File: config.mk
export PLATFORM = sky130hd
export DESIGN_NAME = eepc_top
export DESIGN_NICKNAME = d
export VERILOG_FILES = /design/src/eepc_pkg.sv /design/src/eepc_top.sv /design/src/eepc_cycle_timer.sv
export SDC_FILE = /design/constraint.sdc
export NUM_CORES = 1
export LEC_CHECK = 0
export ABC_AREA = 1
export BUFFER_PORTS_ARGS = -buffer_cell sky130_fd_sc_hd__buf_2
export CAP_MARGIN = 30
export CELL_PAD_IN_SITES_DETAIL_PLACEMENT = 1
export CELL_PAD_IN_SITES_GLOBAL_PLACEMENT = 2
export CORE_ASPECT_RATIO = 0.7
export CORE_UTILIZATION = 26
export DETAILED_ROUTE_END_ITERATION = 10
export PLACE_DENSITY_LB_ADDON = 0.15
export SLEW_MARGIN = 20
export SYNTH_ARGS = -nofsm -noshare
export SYNTH_HDL_FRONTEND = slang
export SYNTH_SLANG_ARGS = --single-unit
export TNS_END_PERCENT = 20
File: constraint.sdc
create_clock -name sys_clk_i -period 1.99 [get_ports sys_clk_i]
set_clock_uncertainty 0.1 [all_clocks]
set_input_delay 0.199 -clock sys_clk_i [delete_from_list [all_inputs] [get_ports sys_clk_i]]
set_output_delay 0.199 -clock sys_clk_i [all_outputs]
set_load 0.03 [all_outputs]
File: src/eepc_pkg.sv
// package: register map, field layout and timing constants of the eeprom program/erase control
`default_nettype none
package eepc_pkg;
  // ************************************************************
  // register map (apb byte addresses)
  // ************************************************************
  localparam logic [7:0] ADDR_CONTROL = 8'h00;
  localparam logic [7:0] ADDR_KEY = 8'h04;
  localparam logic [7:0] ADDR_STATUS = 8'h08;
  localparam logic [7:0] ADDR_MASK = 8'h0C;
  localparam logic [7:0] ADDR_ABORT = 8'h10;
  // ************************************************************
  // control register fields
  // ************************************************************
  localparam int BIT_GO = 15;
  localparam int BIT_PERMIT = 14;
  localparam int BIT_ABORTED = 13;
  localparam int BIT_SKIP_ERASE = 12;
  localparam int BIT_ERASE_SEL = 6;
  localparam logic [15:0] CTRL_RESET = 16'h0000;
  localparam logic [15:0] CTRL_SW_MASK = 16'h507F; // permit, skip-erase, erase-select, operation code
  localparam logic [5:0] OP_ERASE_8 = 6'h1A;
  localparam logic [5:0] OP_ERASE_4 = 6'h19;
  localparam logic [5:0] OP_ERASE_1 = 6'h18;
  localparam logic [3:0] OP_ERASE_ALL_HI = 4'h4;
  localparam logic [3:0] OP_WRITE_1_HI = 4'h2;
  // ************************************************************
  // key values and status bits
  // ************************************************************
  localparam logic [7:0] KEY_FIRST = 8'h55;
  localparam logic [7:0] KEY_SECOND = 8'hAA;
  localparam int IRQ_DONE = 0;
  localparam int IRQ_ABORT = 1;
  localparam int IRQ_REJECT = 2;
  localparam int IRQ_W = 3;
  // ************************************************************
  // timing: nominal cycle time of one array operation
  // ************************************************************
  localparam int CLK_MHZ = 125;
  localparam int OP_TIME_US = 4;
  localparam int OP_CYCLES = OP_TIME_US * CLK_MHZ;
  // ************************************************************
  // types
  // ************************************************************
  typedef enum logic [1:0] {
    EEPC_IDLE = 2'b00,
    EEPC_KEY1 = 2'b01,
    EEPC_OPEN = 2'b11
  } eepc_unlock_t;
  typedef enum logic [2:0] {
    EEPC_KIND_NONE = 3'h0,
    EEPC_KIND_E1 = 3'h1,
    EEPC_KIND_E4 = 3'h2,
    EEPC_KIND_E8 = 3'h3,
    EEPC_KIND_EALL = 3'h4,
    EEPC_KIND_W1 = 3'h5
  } eepc_kind_t;
  typedef struct packed {
    logic start;
    eepc_kind_t kind;
    logic skip_erase;
  } eepc_op_t;
endpackage
`default_nettype wire

File: src/eepc_top.sv
// eeprom program/erase control: apb registers, unlock sequence, operation sequencing
`default_nettype none
// Functional notes
// - upper byte holds go, permit, error bits
// - lower byte selects operation kind and size
// - key register is write-only guard
// - control write with go accepted only as the transfer right after the key
// - go bit in window starts selected operation
// - go bit settable only, hardware clears
// - operates only with permit; cleared on completion
// - abort by reset pin/watchdog sets error flag
// - decode operation code by erase select
module eepc_top #(
  parameter int OP_CYCLES = eepc_pkg::OP_CYCLES
) (
  input wire logic sys_clk_i, // system clock
  input wire logic reset_i, // synchronous reset, active high
  input wire logic psel, // apb select
  input wire logic penable, // apb enable
  input wire logic pwrite, // apb direction
  input wire logic [7:0] paddr, // apb byte address
  input wire logic [31:0] pwdata, // apb write data
  output logic [31:0] prdata, // apb read data
  output logic pready, // apb ready
  output logic pslverr, // apb error
  input wire logic external_reset_pin_i, // external reset request, active high
  input wire logic watchdog_timer_i, // watchdog reset request, active high
  output logic op_start_o, // pulse: array operation begins
  output logic [2:0] op_kind_o, // selected operation kind
  output logic op_skip_erase_o, // write without prior erase
  output logic op_busy_o, // array operation running
  output logic irq_o // level interrupt
);
  // ************************************************************
  // state
  // ************************************************************
  typedef struct packed {
    logic [15:0] ctrl;
    eepc_pkg::eepc_unlock_t unlock;
    logic [eepc_pkg::IRQ_W-1:0] status;
    logic [eepc_pkg::IRQ_W-1:0] mask;
    logic [31:0] rdata;
    logic ready;
    logic err;
    logic start;
    eepc_pkg::eepc_kind_t kind;
    logic skip;
    logic irq;
  } eepc_state_t;
  eepc_state_t st_reg;
  eepc_state_t st_next;
  logic busy;
  logic done;
  logic abort_req;

  initial
  begin
    if (OP_CYCLES < 1)
      $error("operation cycles must be at least one");
  end

  // decode operation code against erase select
  function automatic eepc_pkg::eepc_kind_t decode_op(input logic [15:0] c);
    eepc_pkg::eepc_kind_t k;
    k = eepc_pkg::EEPC_KIND_NONE;
    if (c[eepc_pkg::BIT_ERASE_SEL])
    begin
      if (c[5:0] == eepc_pkg::OP_ERASE_8)
        k = eepc_pkg::EEPC_KIND_E8;
      else if (c[5:0] == eepc_pkg::OP_ERASE_4)
        k = eepc_pkg::EEPC_KIND_E4;
      else if (c[5:0] == eepc_pkg::OP_ERASE_1)
        k = eepc_pkg::EEPC_KIND_E1;
      else if (c[5:2] == eepc_pkg::OP_ERASE_ALL_HI)
        k = eepc_pkg::EEPC_KIND_EALL;
    end
    else if (c[5:2] == eepc_pkg::OP_WRITE_1_HI)
      k = eepc_pkg::EEPC_KIND_W1;
    return k;
  endfunction

  // ************************************************************
  // next state
  // ************************************************************
  always_comb
  begin
    logic wr_acc;
    logic rd_acc;
    logic ctrl_wr;
    logic go_req;
    logic [15:0] wv;
    logic [eepc_pkg::IRQ_W-1:0] ev;
    eepc_pkg::eepc_kind_t k;
    wr_acc = 1'b0;
    rd_acc = 1'b0;
    ctrl_wr = 1'b0;
    go_req = 1'b0;
    wv = pwdata[15:0];
    ev = '0;
    k = decode_op(st_reg.ctrl);
    st_next = st_reg;
    st_next.ready = 1'b0;
    st_next.err = 1'b0;
    st_next.start = 1'b0;
    // one-cycle answer: ready in the cycle after setup
    if (psel && !penable)
    begin
      st_next.ready = 1'b1;
      st_next.rdata = '0;
    end
    wr_acc = psel && penable && st_reg.ready && pwrite;
    rd_acc = psel && penable && st_reg.ready && !pwrite;
    if (psel && !penable)
    begin
      unique case (paddr)
        eepc_pkg::ADDR_CONTROL: st_next.rdata = {16'h0000, st_reg.ctrl};
        eepc_pkg::ADDR_KEY: st_next.rdata = '0; // write-only, reads zero
        eepc_pkg::ADDR_STATUS: st_next.rdata = {29'h0, st_reg.status};
        eepc_pkg::ADDR_MASK: st_next.rdata = {29'h0, st_reg.mask};
        eepc_pkg::ADDR_ABORT: st_next.rdata = '0;
        default: st_next.err = 1'b1;
      endcase
    end
    // unlock window covers only the very next transfer: lost on a bus gap or at that transfer's access
    if (st_reg.unlock == eepc_pkg::EEPC_OPEN && (!psel || wr_acc || rd_acc))
      st_next.unlock = eepc_pkg::EEPC_IDLE;
    if (wr_acc)
    begin
      unique case (paddr)
        eepc_pkg::ADDR_KEY:
        begin
          // two-step key; anything else returns to idle
          if (st_reg.unlock == eepc_pkg::EEPC_IDLE && pwdata[7:0] == eepc_pkg::KEY_FIRST)
            st_next.unlock = eepc_pkg::EEPC_KEY1;
          else if (st_reg.unlock == eepc_pkg::EEPC_KEY1 && pwdata[7:0] == eepc_pkg::KEY_SECOND)
            st_next.unlock = eepc_pkg::EEPC_OPEN;
          else
            st_next.unlock = eepc_pkg::EEPC_IDLE;
        end
        eepc_pkg::ADDR_CONTROL: ctrl_wr = 1'b1;
        eepc_pkg::ADDR_STATUS: st_next.status = st_reg.status & ~pwdata[eepc_pkg::IRQ_W-1:0];
        eepc_pkg::ADDR_MASK: st_next.mask = pwdata[eepc_pkg::IRQ_W-1:0];
        default: st_next.unlock = st_reg.unlock == eepc_pkg::EEPC_OPEN ? eepc_pkg::EEPC_IDLE : st_reg.unlock;
      endcase
    end
    else if (rd_acc && st_reg.unlock == eepc_pkg::EEPC_KEY1)
      st_next.unlock = eepc_pkg::EEPC_IDLE; // a read between the key writes returns to idle
    // control write: configuration fields only while not busy, go only inside window
    if (ctrl_wr && !busy)
    begin
      st_next.ctrl = (st_reg.ctrl & ~eepc_pkg::CTRL_SW_MASK) | (wv & eepc_pkg::CTRL_SW_MASK);
      st_next.unlock = eepc_pkg::EEPC_IDLE;
      if (wv[eepc_pkg::BIT_GO])
      begin
        if (st_reg.unlock == eepc_pkg::EEPC_OPEN)
          go_req = 1'b1;
        else
          ev[eepc_pkg::IRQ_REJECT] = 1'b1; // stray start ignored
      end
    end
    else if (ctrl_wr && wv[eepc_pkg::BIT_GO])
      ev[eepc_pkg::IRQ_REJECT] = 1'b1;
    // start only with permit and a legal code
    k = decode_op(st_next.ctrl);
    if (go_req && st_next.ctrl[eepc_pkg::BIT_PERMIT] && k != eepc_pkg::EEPC_KIND_NONE)
    begin
      st_next.ctrl[eepc_pkg::BIT_GO] = 1'b1;
      st_next.ctrl[eepc_pkg::BIT_ABORTED] = 1'b0;
      st_next.start = 1'b1;
      st_next.kind = k;
      st_next.skip = st_next.ctrl[eepc_pkg::BIT_SKIP_ERASE];
    end
    else if (go_req)
      ev[eepc_pkg::IRQ_REJECT] = 1'b1;
    // completion: hardware clears go and permit
    if (done)
    begin
      st_next.ctrl[eepc_pkg::BIT_GO] = 1'b0;
      st_next.ctrl[eepc_pkg::BIT_PERMIT] = 1'b0;
      st_next.ctrl[eepc_pkg::BIT_ABORTED] = 1'b0; // success reads zero
      ev[eepc_pkg::IRQ_DONE] = 1'b1;
    end
    // early termination by reset pin or watchdog
    if (abort_req && st_reg.ctrl[eepc_pkg::BIT_GO])
    begin
      st_next.ctrl[eepc_pkg::BIT_GO] = 1'b0;
      st_next.ctrl[eepc_pkg::BIT_PERMIT] = 1'b0;
      st_next.ctrl[eepc_pkg::BIT_ABORTED] = 1'b1;
      st_next.unlock = eepc_pkg::EEPC_IDLE;
      ev[eepc_pkg::IRQ_ABORT] = 1'b1;
    end
    // sticky events: set wins over write-one-clear
    st_next.status = st_next.status | ev;
    st_next.irq = |(st_next.status & st_next.mask);
  end

  assign abort_req = external_reset_pin_i || watchdog_timer_i;

  // ************************************************************
  // registers
  // ************************************************************
  always_ff @(posedge sys_clk_i)
  begin
    if (reset_i)
    begin
      st_reg <= '0;
      st_reg.ctrl <= eepc_pkg::CTRL_RESET;
      st_reg.unlock <= eepc_pkg::EEPC_IDLE;
      st_reg.kind <= eepc_pkg::EEPC_KIND_NONE;
    end
    else
      st_reg <= st_next;
  end

  // array operation timer
  eepc_cycle_timer #(
    .CYCLES(OP_CYCLES)
  ) u_timer (
    .sys_clk_i(sys_clk_i),
    .reset_i(reset_i),
    .start_i(st_reg.start),
    .abort_i(abort_req),
    .busy_o(busy),
    .done_o(done)
  );

  // outputs straight from flip-flops
  assign prdata = st_reg.rdata;
  assign pready = st_reg.ready;
  assign pslverr = st_reg.err;
  assign op_start_o = st_reg.start;
  assign op_kind_o = st_reg.kind;
  assign op_skip_erase_o = st_reg.skip;
  assign op_busy_o = busy;
  assign irq_o = st_reg.irq;
endmodule
`default_nettype wire

File: src/eepc_cycle_timer.sv
// cycle timer: counts out one array operation and pulses done
`default_nettype none
module eepc_cycle_timer #(
  parameter int CYCLES = eepc_pkg::OP_CYCLES
) (
  input wire logic sys_clk_i, // system clock
  input wire logic reset_i, // synchronous reset
  input wire logic start_i, // begin a timed operation
  input wire logic abort_i, // cancel a running operation
  output logic busy_o, // operation running
  output logic done_o // one-cycle completion pulse
);
  localparam int CW = $clog2(CYCLES + 1);
  typedef struct packed {
    logic [CW-1:0] count;
    logic busy;
    logic done;
  } eepc_tmr_t;
  eepc_tmr_t tmr_reg;
  eepc_tmr_t tmr_next;

  initial
  begin
    if (CYCLES < 1)
      $error("cycle count must be at least one");
  end

  // count down while busy, pulse done at the end
  always_comb
  begin
    tmr_next = tmr_reg;
    tmr_next.done = 1'b0;
    if (abort_i)
    begin
      tmr_next.busy = 1'b0;
      tmr_next.count = '0;
    end
    else if (start_i && !tmr_reg.busy)
    begin
      tmr_next.busy = 1'b1;
      tmr_next.count = CW'(CYCLES - 1);
    end
    else if (tmr_reg.busy)
    begin
      if (tmr_reg.count == '0)
      begin
        tmr_next.busy = 1'b0;
        tmr_next.done = 1'b1;
      end
      else
        tmr_next.count = tmr_reg.count - CW'(1);
    end
  end

  always_ff @(posedge sys_clk_i)
  begin
    if (reset_i)
      tmr_reg <= '0;
    else
      tmr_reg <= tmr_next;
  end

  assign busy_o = tmr_reg.busy;
  assign done_o = tmr_reg.done;
endmodule
`default_nettype wire

==> qor.txt <==
Most used cell, CP = nand3_4
Seq/Total Area, Yosys = 42.9%
Number of flops mapped to enable cells by yosys = 0
Headroom to the max-slew limit = 66.9%
Post-DRT Antenna Nets = 0
Overall global routing resource usage = 15.4%
Depth of the worst register-to-register path = 14
Flop pwr share = 43.0%
Vias/cell = 4.36
Total clock buffers created by CTS = 9
Largest net degree at the start of global routing = 31
Top cells by instance count after synthesis = nor2_1 (78), dfxtp_1 (70), inv_1 (70)
Max-cap violation count = 0
Port Buffers = 66
Maximum fanout encountered on the critical timing path = 6
Final-layout fill cell count = 1,471
Via count of the first global-routing pass = 2,909
Total Die Area = 13,000 um2
CP cell instances = nand3_4, nor2_4, nand3_4, buf_6, nand2_1, o21ai_2, buf_4, nand2b_4, nand2_4, nand3_4, nand3_4, nand2_4, nand2_2, nor2_2
Start of the worst register-to-register path = pready
Unrepaired setup endpoints after global routing = true
Clock tree from TritonCTS = built
X dimension of the die = 136 um
Data arrival, critical path = 2.14 ns
FF/Latch Area = 1400 um2
Clock Tree Buf Depth = 2
Average wire per standard cell = 13.6 um
First-pass iteration count of the detailed router = 4
Area occupied by multi-input gates = 1400 um2
P per Cell Area = 766 nW/um2
Post-layout instance area = 4260 um2
Number of cells produced by synthesis = 436
Biggest cell delay along the critical path = 0.35 ns
Leakage power figure = 1.98 nW
Classification of the worst-slack hold path = input port to register
CTS Sinks = 70
Area share of the largest cell type after synthesis = 42.9%
Number of remaining DRC errors = 0
Total Power Consumption = 3.26 mW
Hold worst-path end = st_reg[60]
Post-synth cell types = 37
Final Non-Filler Cells = 672
Post-Route Hold Slack = 0.0828 ns
Final core utilization = 35.6%
Worst Path Required = 2.11 ns
Number of H-tree levels = 3
Count of inserted antenna diode cells = 0
Reg2reg setup slack = -0.04 ns
Sw Ratio = 21.2%
Type of element capturing the critical path = register
Flop and latch count out of synthesis = 70
Global-route wire length before repair = 15,000 um
Internal power = 2.57 mW
Kind of critical path = register to register
Final weighted congestion of routability-driven global placement = 0.779
Total via count in the routed design = 2,931
Crit share post-route = 102%
Synthesized net count = 485
Pre-CTS setup slack = -0.162 ns
Leading register cell type out of synthesis = dfxtp_1
Number of endpoints with negative hold slack in the final report = 0
Result of the run = complete, but fails checks
Core region area = 12,000 um2
Post-DP Area = 3760 um2
Post-synthesis async set-or-reset flop share = 0%
Max VDD drop = 0.396 mV
Clock Tree Root = clkbuf_16
Detailed Route Iter0 Violations = 109
Clock share of power = 53.2%
Launch point of the worst hold path = pwdata[12]
Placed cell count = 650
Global route total overflow = 0
Post-synth design cell area = 3260 um2
Number of cell rows = 33
Detailed placer's ending HPWL = 7100 um
Final sum of negative setup slack = -0.174 ns
Type of origin of the critical path = register
Least-Margin Pin Slew = 0.495 ns
Drt total wl = 9170 um
Layout Area Growth over Synthesis = 30.4%
Initial cell density of the core = 27.3%
Net count reported at finish = 559
Number of failing setup endpoints in the final timing report = 7
Reported net switching power = 0.690 mW
Share of final-layout standard cells stronger than drive strength 1 = 32.2%
Antenna violations before repair = 0
Mean cell area of the mapped netlist = 7.49 um2
Number of buffers added to fix hold violations after cts = 0
Reg-to-Reg End = st_reg[45]
Family with the most delay on the worst path = simple AND/OR/NAND/NOR gates
Warning count from the yosys run = 0
Worst path setup slack after routing = -0.0359 ns
Number of cells on the worst hold path = 3
Largest area contributor in the synthesized netlist = dfxtp_1
Most common cell in the synthesized netlist = nor2_1
Slew Viols, Final = 0
Number of I/O pins = 88
Crit path buffers/inverters = 2
Max FFs per register = 32
Clock latency on the worst-skew pair = 0.33 ns
Violations in the final reports = negative setup slack
Part of the power in combinational logic = 3.8%
Clk slew on worst S/H paths = 0.06 ns
Maximum achievable frequency = 494 MHz
Die span in y = 95.8 um
Largest cells by area after synthesis = dfxtp_1 (43%), nor2_1 (9.0%), buf_4 (8.0%), inv_1 (8.0%), nand2_1 (5.6%)
Min Clock Period, post-route = 2.03 ns
Worst path slowest cell = dfxtp_2
## kinds of logic (layout without fill, tap and decap cells)
kind of cell	count (synthesis)	in the layout	share of synthesized area [%]
compound gates	55	55	9.89
xor+xnor	3	3	0.805
fa+ha+maj	2	2	0.766
buf+inv	116	195	17.6
flops	70	70	42.9
mux	1	1	0.345
simple gates	189	189	27.6
## cell type report
| type | count | area share [%] |
|---|---|---|
| clock buffer | 10 | 5.61 |
| inverter | 72 | 6.35 |
| timing repair buffer | 107 | 15.6 |
| clock inverter | 6 | 2.00 |
| tap | 157 | 4.61 |
| sequential | 70 | 33.0 |
| multi-input combinational | 250 | 32.9 |
## repair_timing
action / CTS / global route
pin swaps: 10 / 6
resized for setup: 17 / 16
setup endpoints to repair: 9 / 14
buffers inserted: 6 / 0
## worst reg2reg max path, cell delays in order, from the launching register on
cell and delay [ns]:
dfxtp_2 0.35, nand3_4 0.08, nor2_4 0.12, nand3_4 0.17, buf_6 0.19, nand2_1 0.06, o21ai_2 0.05, buf_4 0.15
nand2b_4 0.15, nand2_4 0.07, nand3_4 0.09, nand3_4 0.16, nand2_4 0.07, nand2_2 0.07, nor2_2 0.03
## routing by layer
metal | vias up | wire length [um] | global-route usage, %
met5 | - | 0 | 0
met4 | 0 | 93 | 4.44
met3 | 7 | 350 | 3.84
met2 | 42 | 4040 | 23.7
met1 | 1390 | 4690 | 21.2
li1 | 1492 | - | -
## how the worst max path moves through the flow
stage | start | endpoint | slack [ns] | depth (start not counted)
6_report | pready | st_reg[45] | -0.04 | 14
5_1_grt | pready | irq_o | -0.17 | 13
4_1_cts | pready | st_reg[45] | -0.04 | 12
3_5_place_dp | paddr[2] | op_kind_o[2] | -0.16 | 13
3_3_place_gp | paddr[2] | st_reg[63] | -0.13 | 16
2_1_floorplan | pready | st_reg[45] | 0.006 | 14
## cell usage in the layout (no fill, tap or decap), drive strengths merged, types with 4 or more instances in the layout
master / synthesis / layout
inv: 70 / 70
buf: 37 / 107
clkinv: 2 / 4
o211ai: 4 / 4
clkbuf: 7 / 10
nor4: 7 / 7
dfxtp: 70 / 70
nand2: 60 / 60
nand3: 16 / 16
nor2: 83 / 83
nor3: 8 / 8
nand4: 11 / 11
o21ai: 17 / 17
a21oi: 24 / 24
## power groups by stage
stage	clock, mW	sequential (mW)	combinational, mW
6_report	1.74	1.40	0.123
5_1_grt	1.87	1.40	0.138
4_1_cts	1.79	1.40	0.125
3_5_place_dp	0	1.43	0.122
3_3_place_gp	0	1.43	0.121
2_1_floorplan	0	1.44	0.0477
Note: power is estimated with default switching activity, not from simulation.
